[src/rtl/sbc_pkg.sv]
package sbc_pkg;

  // Bus modes as held in the two-bit bus mode field.
  typedef enum logic [1:0] {
    SBC_SINGLE = 2'b00,
    SBC_EXP64K = 2'b01,
    SBC_EXP4M_MIN = 2'b10,
    SBC_EXP4M_MAX = 2'b11
  } sbc_mode_t;

  // Chip size codes of the expanded 64K chip enable split.
  typedef enum logic [1:0] {
    SBC_SIZE_8K = 2'b00,
    SBC_SIZE_16K = 2'b01,
    SBC_SIZE_32K = 2'b10,
    SBC_SIZE_64K = 2'b11
  } sbc_size_t;

  // Register indices; the byte address is four times the index.
  localparam logic [15:0] SBC_IDX_CFG0 = 16'hff00;
  localparam logic [15:0] SBC_IDX_CFG1 = 16'hff01;
  localparam logic [15:0] SBC_IDX_STAT = 16'hff02;
  localparam int SBC_BYTES_PER_REG = 4;

  // Field positions of the first configuration register.
  localparam int SBC_MODE_LSB = 6;
  localparam int SBC_SIZE_LSB = 4;
  localparam int SBC_CE_LSB = 0;

  // Field positions of the second configuration register.
  localparam int SBC_WAIT_LSB = 4;
  localparam int SBC_CLKSEL_BIT = 3;
  localparam int SBC_OSCON_BIT = 2;
  localparam int SBC_VOLT_LSB = 0;

  // Values after reset and writable bit masks.
  localparam logic [7:0] SBC_CFG0_RST = 8'h37;
  localparam logic [7:0] SBC_CFG1_RST = 8'h00;
  localparam logic [7:0] SBC_CFG0_WMASK = 8'hf7;
  localparam logic [7:0] SBC_CFG1_WMASK = 8'h3f;

  // Bus clock cycles per code step of the wait field.
  localparam logic [1:0] SBC_WAIT_CYC_PER_CODE = 2'h1;

  // Register state of the top module.
  typedef struct packed {
    logic [7:0] cfg0;
    logic [7:0] cfg1;
    logic wrote0;
    logic wrote1;
    logic [31:0] rdata;
  } sbc_regs_t;

endpackage

[src/rtl/sbc_ce_decode.sv]
module sbc_ce_decode #(
  parameter bit EXT_PROG = 1'b0
) (
  // Clock and reset.
  input wire logic sys_clk,
  input wire logic rst_n,
  input wire logic clk_en,
  // Configuration.
  input wire sbc_pkg::sbc_mode_t mode,
  input wire sbc_pkg::sbc_size_t size,
  input wire logic [2:0] ce_enable,
  // Access in progress.
  input wire logic ext_access,
  input wire logic standby,
  input wire logic [23:0] acc_addr,
  input wire logic [2:0] port_data,
  // Pins and usable set.
  output logic [2:0] chip_select_pin,
  output logic [2:0] ce_usable
);
  import sbc_pkg::*;

  typedef struct packed {
    logic [2:0] pin;
  } sbc_dec_t;

  sbc_dec_t st_q;
  sbc_dec_t st_d;
  logic [2:0] hit;

  // Returns true when a lies within lo..hi inclusive.
  function automatic logic in_rng(input logic [23:0] a, input logic [23:0] lo,
                                  input logic [23:0] hi);
    in_rng = (a >= lo) && (a <= hi);
  endfunction

  always_comb begin
    hit = 3'h0;
    ce_usable = 3'h0;
    unique case (mode)
      SBC_SINGLE: begin
        hit = 3'h0;
      end
      SBC_EXP64K: begin
        if (!EXT_PROG) begin
          unique case (size)
            SBC_SIZE_64K: begin
              ce_usable = 3'h0;
            end
            SBC_SIZE_32K: begin
              ce_usable = 3'h1;
              hit[0] = in_rng(acc_addr, 24'h00_8000, 24'h00_efff);
            end
            SBC_SIZE_16K: begin
              ce_usable = 3'h3;
              hit[0] = in_rng(acc_addr, 24'h00_7000, 24'h00_afff);
              hit[1] = in_rng(acc_addr, 24'h00_b000, 24'h00_efff);
            end
            SBC_SIZE_8K: begin
              ce_usable = 3'h7;
              hit[0] = in_rng(acc_addr, 24'h00_8000, 24'h00_9fff);
              hit[1] = in_rng(acc_addr, 24'h00_a000, 24'h00_bfff);
              hit[2] = in_rng(acc_addr, 24'h00_c000, 24'h00_dfff);
            end
          endcase
        end else begin
          unique case (size)
            SBC_SIZE_64K: begin
              ce_usable = 3'h1;
              hit[0] = in_rng(acc_addr, 24'h00_0000, 24'h00_efff);
            end
            SBC_SIZE_32K: begin
              ce_usable = 3'h3;
              hit[0] = in_rng(acc_addr, 24'h00_0000, 24'h00_7fff);
              hit[1] = in_rng(acc_addr, 24'h00_8000, 24'h00_efff);
            end
            SBC_SIZE_16K: begin
              ce_usable = 3'h7;
              hit[0] = in_rng(acc_addr, 24'h00_0000, 24'h00_3fff);
              hit[1] = in_rng(acc_addr, 24'h00_4000, 24'h00_7fff);
              hit[2] = in_rng(acc_addr, 24'h00_8000, 24'h00_bfff);
            end
            SBC_SIZE_8K: begin
              ce_usable = 3'h7;
              hit[0] = in_rng(acc_addr, 24'h00_0000, 24'h00_1fff);
              hit[1] = in_rng(acc_addr, 24'h00_2000, 24'h00_3fff);
              hit[2] = in_rng(acc_addr, 24'h00_4000, 24'h00_5fff);
            end
          endcase
        end
      end
      SBC_EXP4M_MIN, SBC_EXP4M_MAX: begin
        ce_usable = 3'h7;
        if (EXT_PROG) begin
          hit[0] = in_rng(acc_addr, 24'h00_0000, 24'h00_efff)
                   || in_rng(acc_addr, 24'h01_0000, 24'h3f_ffff);
        end else begin
          hit[0] = in_rng(acc_addr, 24'hc0_0000, 24'hff_ffff);
        end
        hit[1] = in_rng(acc_addr, 24'h40_0000, 24'h7f_ffff);
        hit[2] = in_rng(acc_addr, 24'h80_0000, 24'hbf_ffff);
      end
    endcase
  end

  // Each pin is an active-low chip enable or the plain port data.
  always_comb begin
    st_d = st_q;
    if (clk_en) begin
      for (int i = 0; i < 3; i++) begin
        if (ce_enable[i]) begin
          st_d.pin[i] = !(hit[i] && ext_access && !standby);
        end else begin
          st_d.pin[i] = port_data[i];
        end
      end
    end
  end

  always_ff @(posedge sys_clk or negedge rst_n) begin
    if (!rst_n) begin
      st_q <= '{pin: 3'h7};
    end else begin
      st_q <= st_d;
    end
  end

  assign chip_select_pin = st_q.pin;

endmodule

[src/rtl/sbc_top.sv]
// Function
// - Interrupts and NMI masked until both registers written.
// - Bus mode field selects four bus modes.
// - Single chip only without external program variant.
// - External program variant uses build-time expanded mode.
// - Reset clears bus mode field to zero.
// - Chip size field splits chip enables in 64K.
// - Usable chip enables depend on size and variant.
// - Chip size resets to 11; software reprograms.
// - Enable bits route chip enables or port data.
// - Chip enable bits reset to one, read back.
// - Wait field gives 12, 8, 4 or no states.
// - Twelve wait states equal three clock cycles.
// - Clock select bit picks fast or slow oscillator.
// - Chip enables only for external areas, high in standby.
// - Waits between T3 and T4, external fast only.
module sbc_top #(
  parameter bit EXT_PROG = 1'b0,
  parameter sbc_pkg::sbc_mode_t RESET_EXP_MODE = sbc_pkg::SBC_EXP4M_MAX,
  parameter int ADDR_W = 18
) (
  // Clock, reset and enable.
  input wire logic sys_clk,
  input wire logic rst_n,
  input wire logic clk_en,
  // APB slave.
  input wire logic psel,
  input wire logic penable,
  input wire logic pwrite,
  input wire logic [ADDR_W-1:0] paddr,
  input wire logic [31:0] pwdata,
  input wire logic [3:0] pstrb,
  output logic [31:0] prdata,
  output logic pready,
  output logic pslverr,
  // Interrupt gate.
  input wire logic [7:0] irq_req,
  input wire logic nmi_req,
  output logic [7:0] irq_gated,
  output logic nmi_gated,
  // External bus cycle.
  input wire logic ext_access,
  input wire logic standby,
  input wire logic [23:0] acc_addr,
  input wire logic t3_pulse,
  output logic wait_hold,
  // Chip enable and port pins.
  input wire logic [2:0] port_data,
  output logic [2:0] chip_select_pin,
  output logic [2:0] ce_usable,
  // Mode and clock controls.
  output sbc_pkg::sbc_mode_t bus_mode_eff,
  output logic addr_low_bus_en,
  output logic addr_high_bus_en,
  output logic rd_wr_bus_en,
  output logic data_bus_en,
  output logic cpu_clock_select,
  output logic fast_osc_on,
  output logic [1:0] voltage_level
);
  import sbc_pkg::*;

  localparam logic [ADDR_W-1:0] ADDR_CFG0 =
    ADDR_W'(SBC_IDX_CFG0 * SBC_BYTES_PER_REG);
  localparam logic [ADDR_W-1:0] ADDR_CFG1 =
    ADDR_W'(SBC_IDX_CFG1 * SBC_BYTES_PER_REG);
  localparam logic [ADDR_W-1:0] ADDR_STAT =
    ADDR_W'(SBC_IDX_STAT * SBC_BYTES_PER_REG);

  generate
    if (ADDR_W < 18) begin : g_bad_addr
      $error("ADDR_W must be at least 18");
    end
    if (EXT_PROG && (RESET_EXP_MODE == SBC_SINGLE)) begin : g_bad_mode
      $error("External program variant needs an expanded reset mode");
    end
  endgenerate

  sbc_regs_t st_q;
  sbc_regs_t st_d;
  logic setup;
  logic access;
  logic hit0;
  logic hit1;
  logic hits;
  logic mapped;
  logic lifted;
  sbc_mode_t field_mode;
  sbc_size_t field_size;

  // Merges written bits under a mask so reserved bits stay zero.
  function automatic logic [7:0] merge(input logic [7:0] old, input logic [7:0] wr,
                                       input logic [7:0] mask);
    merge = (old & ~mask) | (wr & mask);
  endfunction

  // Bus decode.
  assign setup = psel && !penable;
  assign access = psel && penable;
  assign hit0 = (paddr == ADDR_CFG0);
  assign hit1 = (paddr == ADDR_CFG1);
  assign hits = (paddr == ADDR_STAT);
  assign mapped = hit0 || hit1 || hits;

  // Zero-wait answer; a frozen clock stretches the access phase.
  assign pready = clk_en;
  assign pslverr = access && !mapped;
  assign prdata = st_q.rdata;

  // The gate opens once both configuration registers have been written.
  assign lifted = st_q.wrote0 && st_q.wrote1;
  assign irq_gated = lifted ? irq_req : 8'h00;
  assign nmi_gated = nmi_req && lifted;

  always_comb begin
    st_d = st_q;
    if (clk_en) begin
      if (setup) begin
        st_d.rdata = 32'h0000_0000;
        if (hit0) begin
          st_d.rdata[7:0] = st_q.cfg0;
        end else if (hit1) begin
          st_d.rdata[7:0] = st_q.cfg1;
        end else if (hits) begin
          st_d.rdata[3:0] = {lifted, bus_mode_eff, EXT_PROG};
          st_d.rdata[6:4] = ce_usable;
        end
      end
      if (access && pwrite && pstrb[0]) begin
        if (hit0) begin
          st_d.cfg0 = merge(st_q.cfg0, pwdata[7:0], SBC_CFG0_WMASK);
          st_d.wrote0 = 1'b1;
        end
        if (hit1) begin
          st_d.cfg1 = merge(st_q.cfg1, pwdata[7:0], SBC_CFG1_WMASK);
          st_d.wrote1 = 1'b1;
        end
      end
    end
  end

  always_ff @(posedge sys_clk or negedge rst_n) begin
    if (!rst_n) begin
      st_q <= '{
        cfg0: SBC_CFG0_RST,
        cfg1: SBC_CFG1_RST,
        wrote0: 1'b0,
        wrote1: 1'b0,
        rdata: 32'h0000_0000
      };
    end else begin
      st_q <= st_d;
    end
  end

  // Field extraction.
  assign field_mode = sbc_mode_t'(st_q.cfg0[SBC_MODE_LSB +: 2]);
  assign field_size = sbc_size_t'(st_q.cfg0[SBC_SIZE_LSB +: 2]);

  // A zero field means single chip, or the build-time mode in the other variant.
  always_comb begin
    if (field_mode == SBC_SINGLE && EXT_PROG) begin
      bus_mode_eff = RESET_EXP_MODE;
    end else begin
      bus_mode_eff = field_mode;
    end
  end

  // Pin function follows the effective bus mode.
  assign addr_low_bus_en = (bus_mode_eff != SBC_SINGLE);
  assign rd_wr_bus_en = (bus_mode_eff != SBC_SINGLE);
  assign data_bus_en = (bus_mode_eff != SBC_SINGLE);
  assign addr_high_bus_en = (bus_mode_eff == SBC_EXP4M_MIN)
                            || (bus_mode_eff == SBC_EXP4M_MAX);

  // Clock and analog controls straight from storage.
  assign cpu_clock_select = st_q.cfg1[SBC_CLKSEL_BIT];
  assign fast_osc_on = st_q.cfg1[SBC_OSCON_BIT];
  assign voltage_level = st_q.cfg1[SBC_VOLT_LSB +: 2];

  sbc_ce_decode #(
    .EXT_PROG(EXT_PROG)
  ) u_ce (
    .sys_clk(sys_clk),
    .rst_n(rst_n),
    .clk_en(clk_en),
    .mode(bus_mode_eff),
    .size(field_size),
    .ce_enable(st_q.cfg0[SBC_CE_LSB +: 3]),
    .ext_access(ext_access),
    .standby(standby),
    .acc_addr(acc_addr),
    .port_data(port_data),
    .chip_select_pin(chip_select_pin),
    .ce_usable(ce_usable)
  );

  sbc_wait_gen u_wait (
    .sys_clk(sys_clk),
    .rst_n(rst_n),
    .clk_en(clk_en),
    .wait_code(st_q.cfg1[SBC_WAIT_LSB +: 2]),
    .fast_clk_sel(cpu_clock_select),
    .single_chip(bus_mode_eff == SBC_SINGLE),
    .ext_access(ext_access),
    .t3_pulse(t3_pulse),
    .wait_hold(wait_hold)
  );

endmodule

[src/rtl/sbc_wait_gen.sv]
module sbc_wait_gen (
  // Clock and reset.
  input wire logic sys_clk,
  input wire logic rst_n,
  input wire logic clk_en,
  // Configuration.
  input wire logic [1:0] wait_code,
  input wire logic fast_clk_sel,
  input wire logic single_chip,
  // Bus cycle.
  input wire logic ext_access,
  input wire logic t3_pulse,
  // Stretch request.
  output logic wait_hold
);
  import sbc_pkg::*;

  typedef struct packed {
    logic [3:0] cnt;
  } sbc_wait_t;

  sbc_wait_t st_q;
  sbc_wait_t st_d;
  logic allow;

  // Waits only on external accesses with the fast clock and an expanded mode.
  assign allow = ext_access && fast_clk_sel && !single_chip;

  always_comb begin
    st_d = st_q;
    if (clk_en) begin
      if (t3_pulse && allow) begin
        st_d.cnt = 4'(wait_code * SBC_WAIT_CYC_PER_CODE);
      end else if (st_q.cnt != 4'h0) begin
        st_d.cnt = st_q.cnt - 4'h1;
      end
    end
  end

  always_ff @(posedge sys_clk or negedge rst_n) begin
    if (!rst_n) begin
      st_q <= '{cnt: 4'h0};
    end else begin
      st_q <= st_d;
    end
  end

  // Holds the bus between T3 and T4 while the count runs.
  assign wait_hold = (st_q.cnt != 4'h0);

endmodule

[config.mk]
export PLATFORM = sky130hd
export DESIGN_NAME = sbc_top
export DESIGN_NICKNAME = d
export VERILOG_FILES = /design/src/rtl/sbc_pkg.sv /design/src/rtl/sbc_ce_decode.sv /design/src/rtl/sbc_top.sv /design/src/rtl/sbc_wait_gen.sv
export SDC_FILE = /design/constraint.sdc
export NUM_CORES = 1
export LEC_CHECK = 0
export ABC_AREA = 1
export BUFFER_PORTS_ARGS = -buffer_cell sky130_fd_sc_hd__buf_4
export CORE_MARGIN = 3
export CORE_UTILIZATION = 43
export CTS_BUF_LIST = sky130_fd_sc_hd__clkbuf_4
export CTS_CLUSTER_DIAMETER = 60
export CTS_CLUSTER_SIZE = 14
export DETAILED_ROUTE_END_ITERATION = 10
export GPL_TIMING_DRIVEN = 1
export PLACE_DENSITY = 0.83
export RECOVER_POWER = 25
export SYNTH_ARGS = -nofsm -noshare
export SYNTH_HDL_FRONTEND = slang
export SYNTH_SLANG_ARGS = --single-unit
[constraint.sdc]
create_clock -name sys_clk -period 1.36 [get_ports sys_clk]
set_input_delay 0.136 -clock sys_clk [delete_from_list [all_inputs] [get_ports sys_clk]]
set_output_delay 0.136 -clock sys_clk [all_outputs]
set_load 0.02 [all_outputs]
## Word level (Yosys, flattened, before mapping)

Index checks and enable logic that the tools add are counted.

- Flip-flop bits (word level): 33
- Input port bits: 99
- Output and inout bits: 60
- Logic and storage cells: 96

- Add/sub/neg operators: 1
- $lt $le $gt $ge: 16
- Equality and inequality tests: 9
- Multiplexer cells: 16
- Bitwise gates (word level): 2
- Reduce and logical (&&, ||, !) cells: 45

Operators by type and width:

| cell | count |
|---|---|
| $le A24 B16 Y1 const B | 5 |
| $ge A24 B16 Y1 const B | 4 |
| $eq A18 B18 Y1 const B | 3 |
| $ge A24 B24 Y1 const B | 2 |
| $le A24 B24 Y1 const B | 2 |
| $logic_and A1 B1 Y1 | 25 |
| $ge A24 B15 Y1 const B | 1 |
| $ge A24 B23 Y1 const B | 1 |
| $le A24 B23 Y1 const B | 1 |
| $mux W8 | 2 |
| $mux W7 | 2 |
| $pmux W3 S4 | 1 |
| $pmux W3 S3 | 1 |
| $eq A2 B2 Y1 const B | 4 |
| $mux W4 | 2 |
| $or A4 B8 Y8 | 1 |
| $or A8 B6 Y8 | 1 |
| $logic_not A1 Y1 | 7 |
| $pmux W3 S2 | 1 |
| $reduce_and A3 Y1 | 2 |
| $mux W1 | 5 |
| $eq A2 B1 Y1 const B | 2 |
| $logic_not A2 Y1 | 2 |
| $reduce_and A2 Y1 | 2 |
| other kinds (7) | 10 |

## Longest topological paths before layout

- Word-level depth: 8
- Gate-level depth with buffers: 12

## Hierarchy

A second synthesis with hierarchy kept.

- Cells, all modules: 359
- Area, all modules: 2474.9 µm²

By module, submodules not included:

| module | times used | cells an instance | area an instance (µm²) | seq. area each (µm²) |
|---|---|---|---|---|
| sbc_top | 1 | 235 | 1736.7 | 581.8 |
| sbc_ce_decode | 1 | 80 | 422.9 | 78.8 |
| sbc_wait_gen | 1 | 44 | 315.3 | 100.1 |

## Worst setup path before layout

No wires, ideal clock.

- Kind: register to register
- From: reg st_q (netlist bit field_size[1])
- To: reg st_q (netlist bit prdata[4])
- Data arrival time: 1.265 ns
- Data required time: 1.240 ns
- Setup slack: -0.025 ns
- Cell stages (with the launch flop): 8
- Path buffers: 0
- Clock period less this slack: 1.385 ns
- Path through: dfstp_2 inv_1 a21oi_1 o21ai_1 nand2_1 a21oi_2 o21ai_1 nand2_1

- Longest elaborated chain between the ends: 6
- Elaborated cells on any way between the ends: 9
- Classes of those cells: eq/ne (3); mux (5); reduce/logical (1)

Ends and longest elaborated chain:

| what | line | RTL |
|---|---|---|
| start: declaration | sbc_top.sv:79 | `sbc_regs_t st_q;` |
| start signal: assignment | sbc_top.sv:144 | `st_q <= '{` |
| start signal: assignment | sbc_top.sv:152 | `st_q <= st_d;` |
| $eq A2 B1 Y1 (tied with other cells) | sbc_ce_decode.sv:46 | `unique case (size)` |
| $pmux W3 S4 (*) | sbc_ce_decode.sv:46 |  |
| $pmux W3 S2 (*) | sbc_ce_decode.sv:40 | `unique case (mode)` |
| net ce_usable[0] | sbc_top.sv:50 | `output logic [2:0] ce_usable,` |
| $mux W7 (*) | sbc_top.sv:124 | `end else if (hits) begin` |
| $mux W7 (*) | sbc_top.sv:122 | `end else if (hit1) begin` |
| $mux W8 (*) | sbc_top.sv:120 | `if (hit0) begin` |

The timed path passes the listed nets; every way through them passes the cells marked *.
A chain may end at the register's enable or synchronous reset.

## Final worst setup path

- From: reg st_q (netlist bit field_size[1])
- To: out ce_usable[1]

- Longest elaborated chain between the ends: 3
- Elaborated cells on any way between the ends: 6
- Classes of those cells: eq/ne (3); mux (2); reduce/logical (1)

Ends and longest elaborated chain:

| what | line |
|---|---|
| $eq A2 B1 Y1 (tied with other cells) | sbc_ce_decode.sv:46 |
| $pmux W3 S4 (*) | sbc_ce_decode.sv:46 |
| $pmux W3 S2 (*) | sbc_ce_decode.sv:40 |
| end: declaration | sbc_top.sv:50 |

Mark *: on every way between the ends. The rest lies on a longest branch, timed or not.

==> impl_metrics.ini <==
[run_status]
outcome = finished, violations left
violations = setup timing

[detailed_routing]
wire_per_inst_um = 12.9
wl_mm = 6.20
ant_nets = 0
vias_per_cell = 4.80
vias = 2304
drc = 0
first_pass_iters = 5
drt_iter0_markers = 91

[cts]
cts-root-buf = clkbuf_4
clk_latency_ns = 0.34
htreeDepth = 2
cts_sinks = 30
clk_pin_slew_ns = 0.09
cts_tree = done
cts_buffers = 5
clock_path_buffers = 2

[sta]
rsz0062_at_grt = true
setup_slack_ns = -0.206
post-route-period-util_pct = 115
max_freq_mhz = 638
timing.final.crit_period_ns = 1.57
hold_viol_final = 0
whs_ns = 0.0422
drv_slew = 0
slew_headroom_pct = 51.6
final.setup_skew_ns = 0.00372
setup_viol = 8
tightest_slew_ns = 0.726

[floorplanning]
ios = 159
core-area_um2 = 4910
die_area_um2 = 6210
dieHeight_um = 78.8
row_count = 25
fp.dieW_um = 78.8
initial_core_util_pct = 46.4

[placement]
gp_congestion = 0.809
dp.cells = 463
pre_cts_ws_ns = -0.0698
dp_hpwl_mm = 4.76
io_buffers = 95

[layout]
utilization_pct = 64.6
nets = 512
fill_cells = 412
area_growth_pct = 39.2
fin_cells = 480
drive_above_1_share_pct = 45.3
final_common_cell = buf_4
layout_common_cells = 104 x buf_4, 64 x nand2_1, 33 x inv_1, 31 x nor2_1, 24 x conb_1
diodes = 0

[min_path]
min_path_type = in -> reg
whs_path_depth = 3

[synth]
syn_area_um2 = 2280
yosys.area.top_type = dfrtp_1
synth_area_per_cell_um2 = 7.33
netlist.area_leader.share_pct = 24.1
synth_cell_type_count = 33
synth.yosys.seq_area_share_pct = 33.4
ys_ff_latch = 30
syn_inst = 311
ys.warnings.count = 0
synth_area_leaders = dfrtp_1 24%, buf_4 13%, nand2_1 11%

[grt]
overflow = 0
track_usage_pct = 19.7
antenna_found_initial = 0
gr-usage-met1_pct = 22.7
grt_max_degree = 31
grt.busiest_layer = met2
use_met2_pct = 36.0
grt_use_met3_pct = 4.31
grt_pass1_vias = 2239
grt_first_pass_wirelength_mm = 9.76

[pwr]
powerDensity_nw_per_um2 = 745
peakVddDrop_mv = 0.690
power_mw = 2.36
power_leakage_nw = 1.75

[setup_path]
path_class = reg -> out
worstSetupStartpointType = register
worstPathMaxFanout = 4
reg2reg_depth = 12
required_ns = 1.22
cp_data_arrival_time_ns = 1.43
end_kind = output port

[flow_run]
drv_cap = 0
-- metal layers --
| metal | vias up | wire length, um | part of all wire, % |
|---|---|---|---|
| li1 | 1123 | - | - |
| met1 | 1073 | 2280 | 37 |
| met2 | 96 | 3410 | 55 |
| met3 | 12 | 419 | 6.8 |
| met4 | 0 | 89 | 1.4 |
| met5 | - | 0 | 0 |
-- cell families after synthesis --
group	synth area share, %
AND/OR/NAND/NOR	32.7
buffers and inverters	21.5
AO/OA/AOI/OAI	11.4
flip-flops	33.4
XOR/XNOR	0.384
adder cells (fa/ha/maj)	0.549
other	0.164
-- where the power goes --
group          switching [mW]  total, mW  internal (mW)
Sequential             0.0515       1.03          0.980
Combinational           0.456      0.804          0.348
Clock                   0.315      0.528          0.214
-- cell type report --
| type | instances | area, um^2 | share of cell area [%] |
|---|---|---|---|
| clock buffers | 6 | 45.0 | 1.42 |
| clock inverters | 2 | 8.76 | 0.276 |
| inverters | 44 | 165 | 5.21 |
| multi-input cells | 217 | 1230 | 38.8 |
| flip-flops and latches | 30 | 762 | 24.0 |
| well taps | 67 | 83.8 | 2.64 |
| repair buffers | 114 | 878 | 27.7 |
-- sequential cells by signal, indices dropped and copies added (netlist names) --
name	cells
bus_mode_eff	2
cpu_clock_select	1
fast_osc_on	1
field_size	2
prdata	8
st_q	7
u_ce.chip_select_pin	3
u_wait.st_q	4
voltage_level	2
-- through the flow --
step                area [um^2]  setup TNS [ns]
floorplan                  2370               0
global placement           2920        -0.00797
detailed placement         2920          -0.236
CTS                        3100          -0.452
global route               3170           -1.32
finish                     3170          -0.671
-- critical path: stages, from the launching register on --
cell and delay (ns):
dfstp_2 0.59, inv_2 0.06, a21oi_2 0.16, buf_4 0.15
inv_2 0.03, buf_6 0.12
-- cell usage after synthesis --
cell      number
nor3b_1        2
nor2_8         3
nor3_4         2
a31oi_1        2
nand2_2        7
inv_2          6
inv_1         38
xor2_1         1
nand2_4        3
a21oi_1        5
nand4_2        1
a41oi_1        1
or2_1          1
o21ai_0        7
o21ai_2       10
nor3_1         5
o31ai_1        1
o211ai_1       4
a21oi_2        1
ha_1           1
buf_2          1
nor2_1        37
buf_6          2
nor2_2         2
nand3_1       13
dfstp_2        8
conb_1         1
dfrtp_1       22
nand4_1        7
clkbuf_1       1
buf_4         39
nand2_1       68
o21ai_1        9
-- worst paths after layout --
kind | startpoint | end | slack [ns]
setup / recovery | field_size[1]$_DFFE_PN1P_ | ce_usable[1] | -0.21
hold / removal | pwdata[7] | bus_mode_eff[1]$_DFFE_PN0P_ | 0.04
setup reg to reg | field_size[1]$_DFFE_PN1P_ | u_ce.chip_select_pin[1]$_DFFE_PN1P_ | -0.10
hold reg to reg | u_ce.chip_select_pin[0]$_DFFE_PN1P_ | u_ce.chip_select_pin[0]$_DFFE_PN1P_ | 0.47
max in group asynchronous | rst_n | bus_mode_eff[0]$_DFFE_PN0P_ | 0.47
min in group asynchronous | rst_n | prdata[7]$_DFFE_PN0P_ | 0.39
-- repair_timing --
| item | in CTS | in global routing |
|---|---|---|
| gates resized for setup | 20 | 19 |
| cloned | 0 | 0 |
| hold buffers | 1 | 0 |
| endpoints found under the hold margin | 22 | 0 |
| endpoints found under the setup margin | 17 | 18 |
| pin swaps | 9 | 12 |
| setup buffers | 8 | 3 |
No activity file was read; power rests on OpenSTA's default activity.
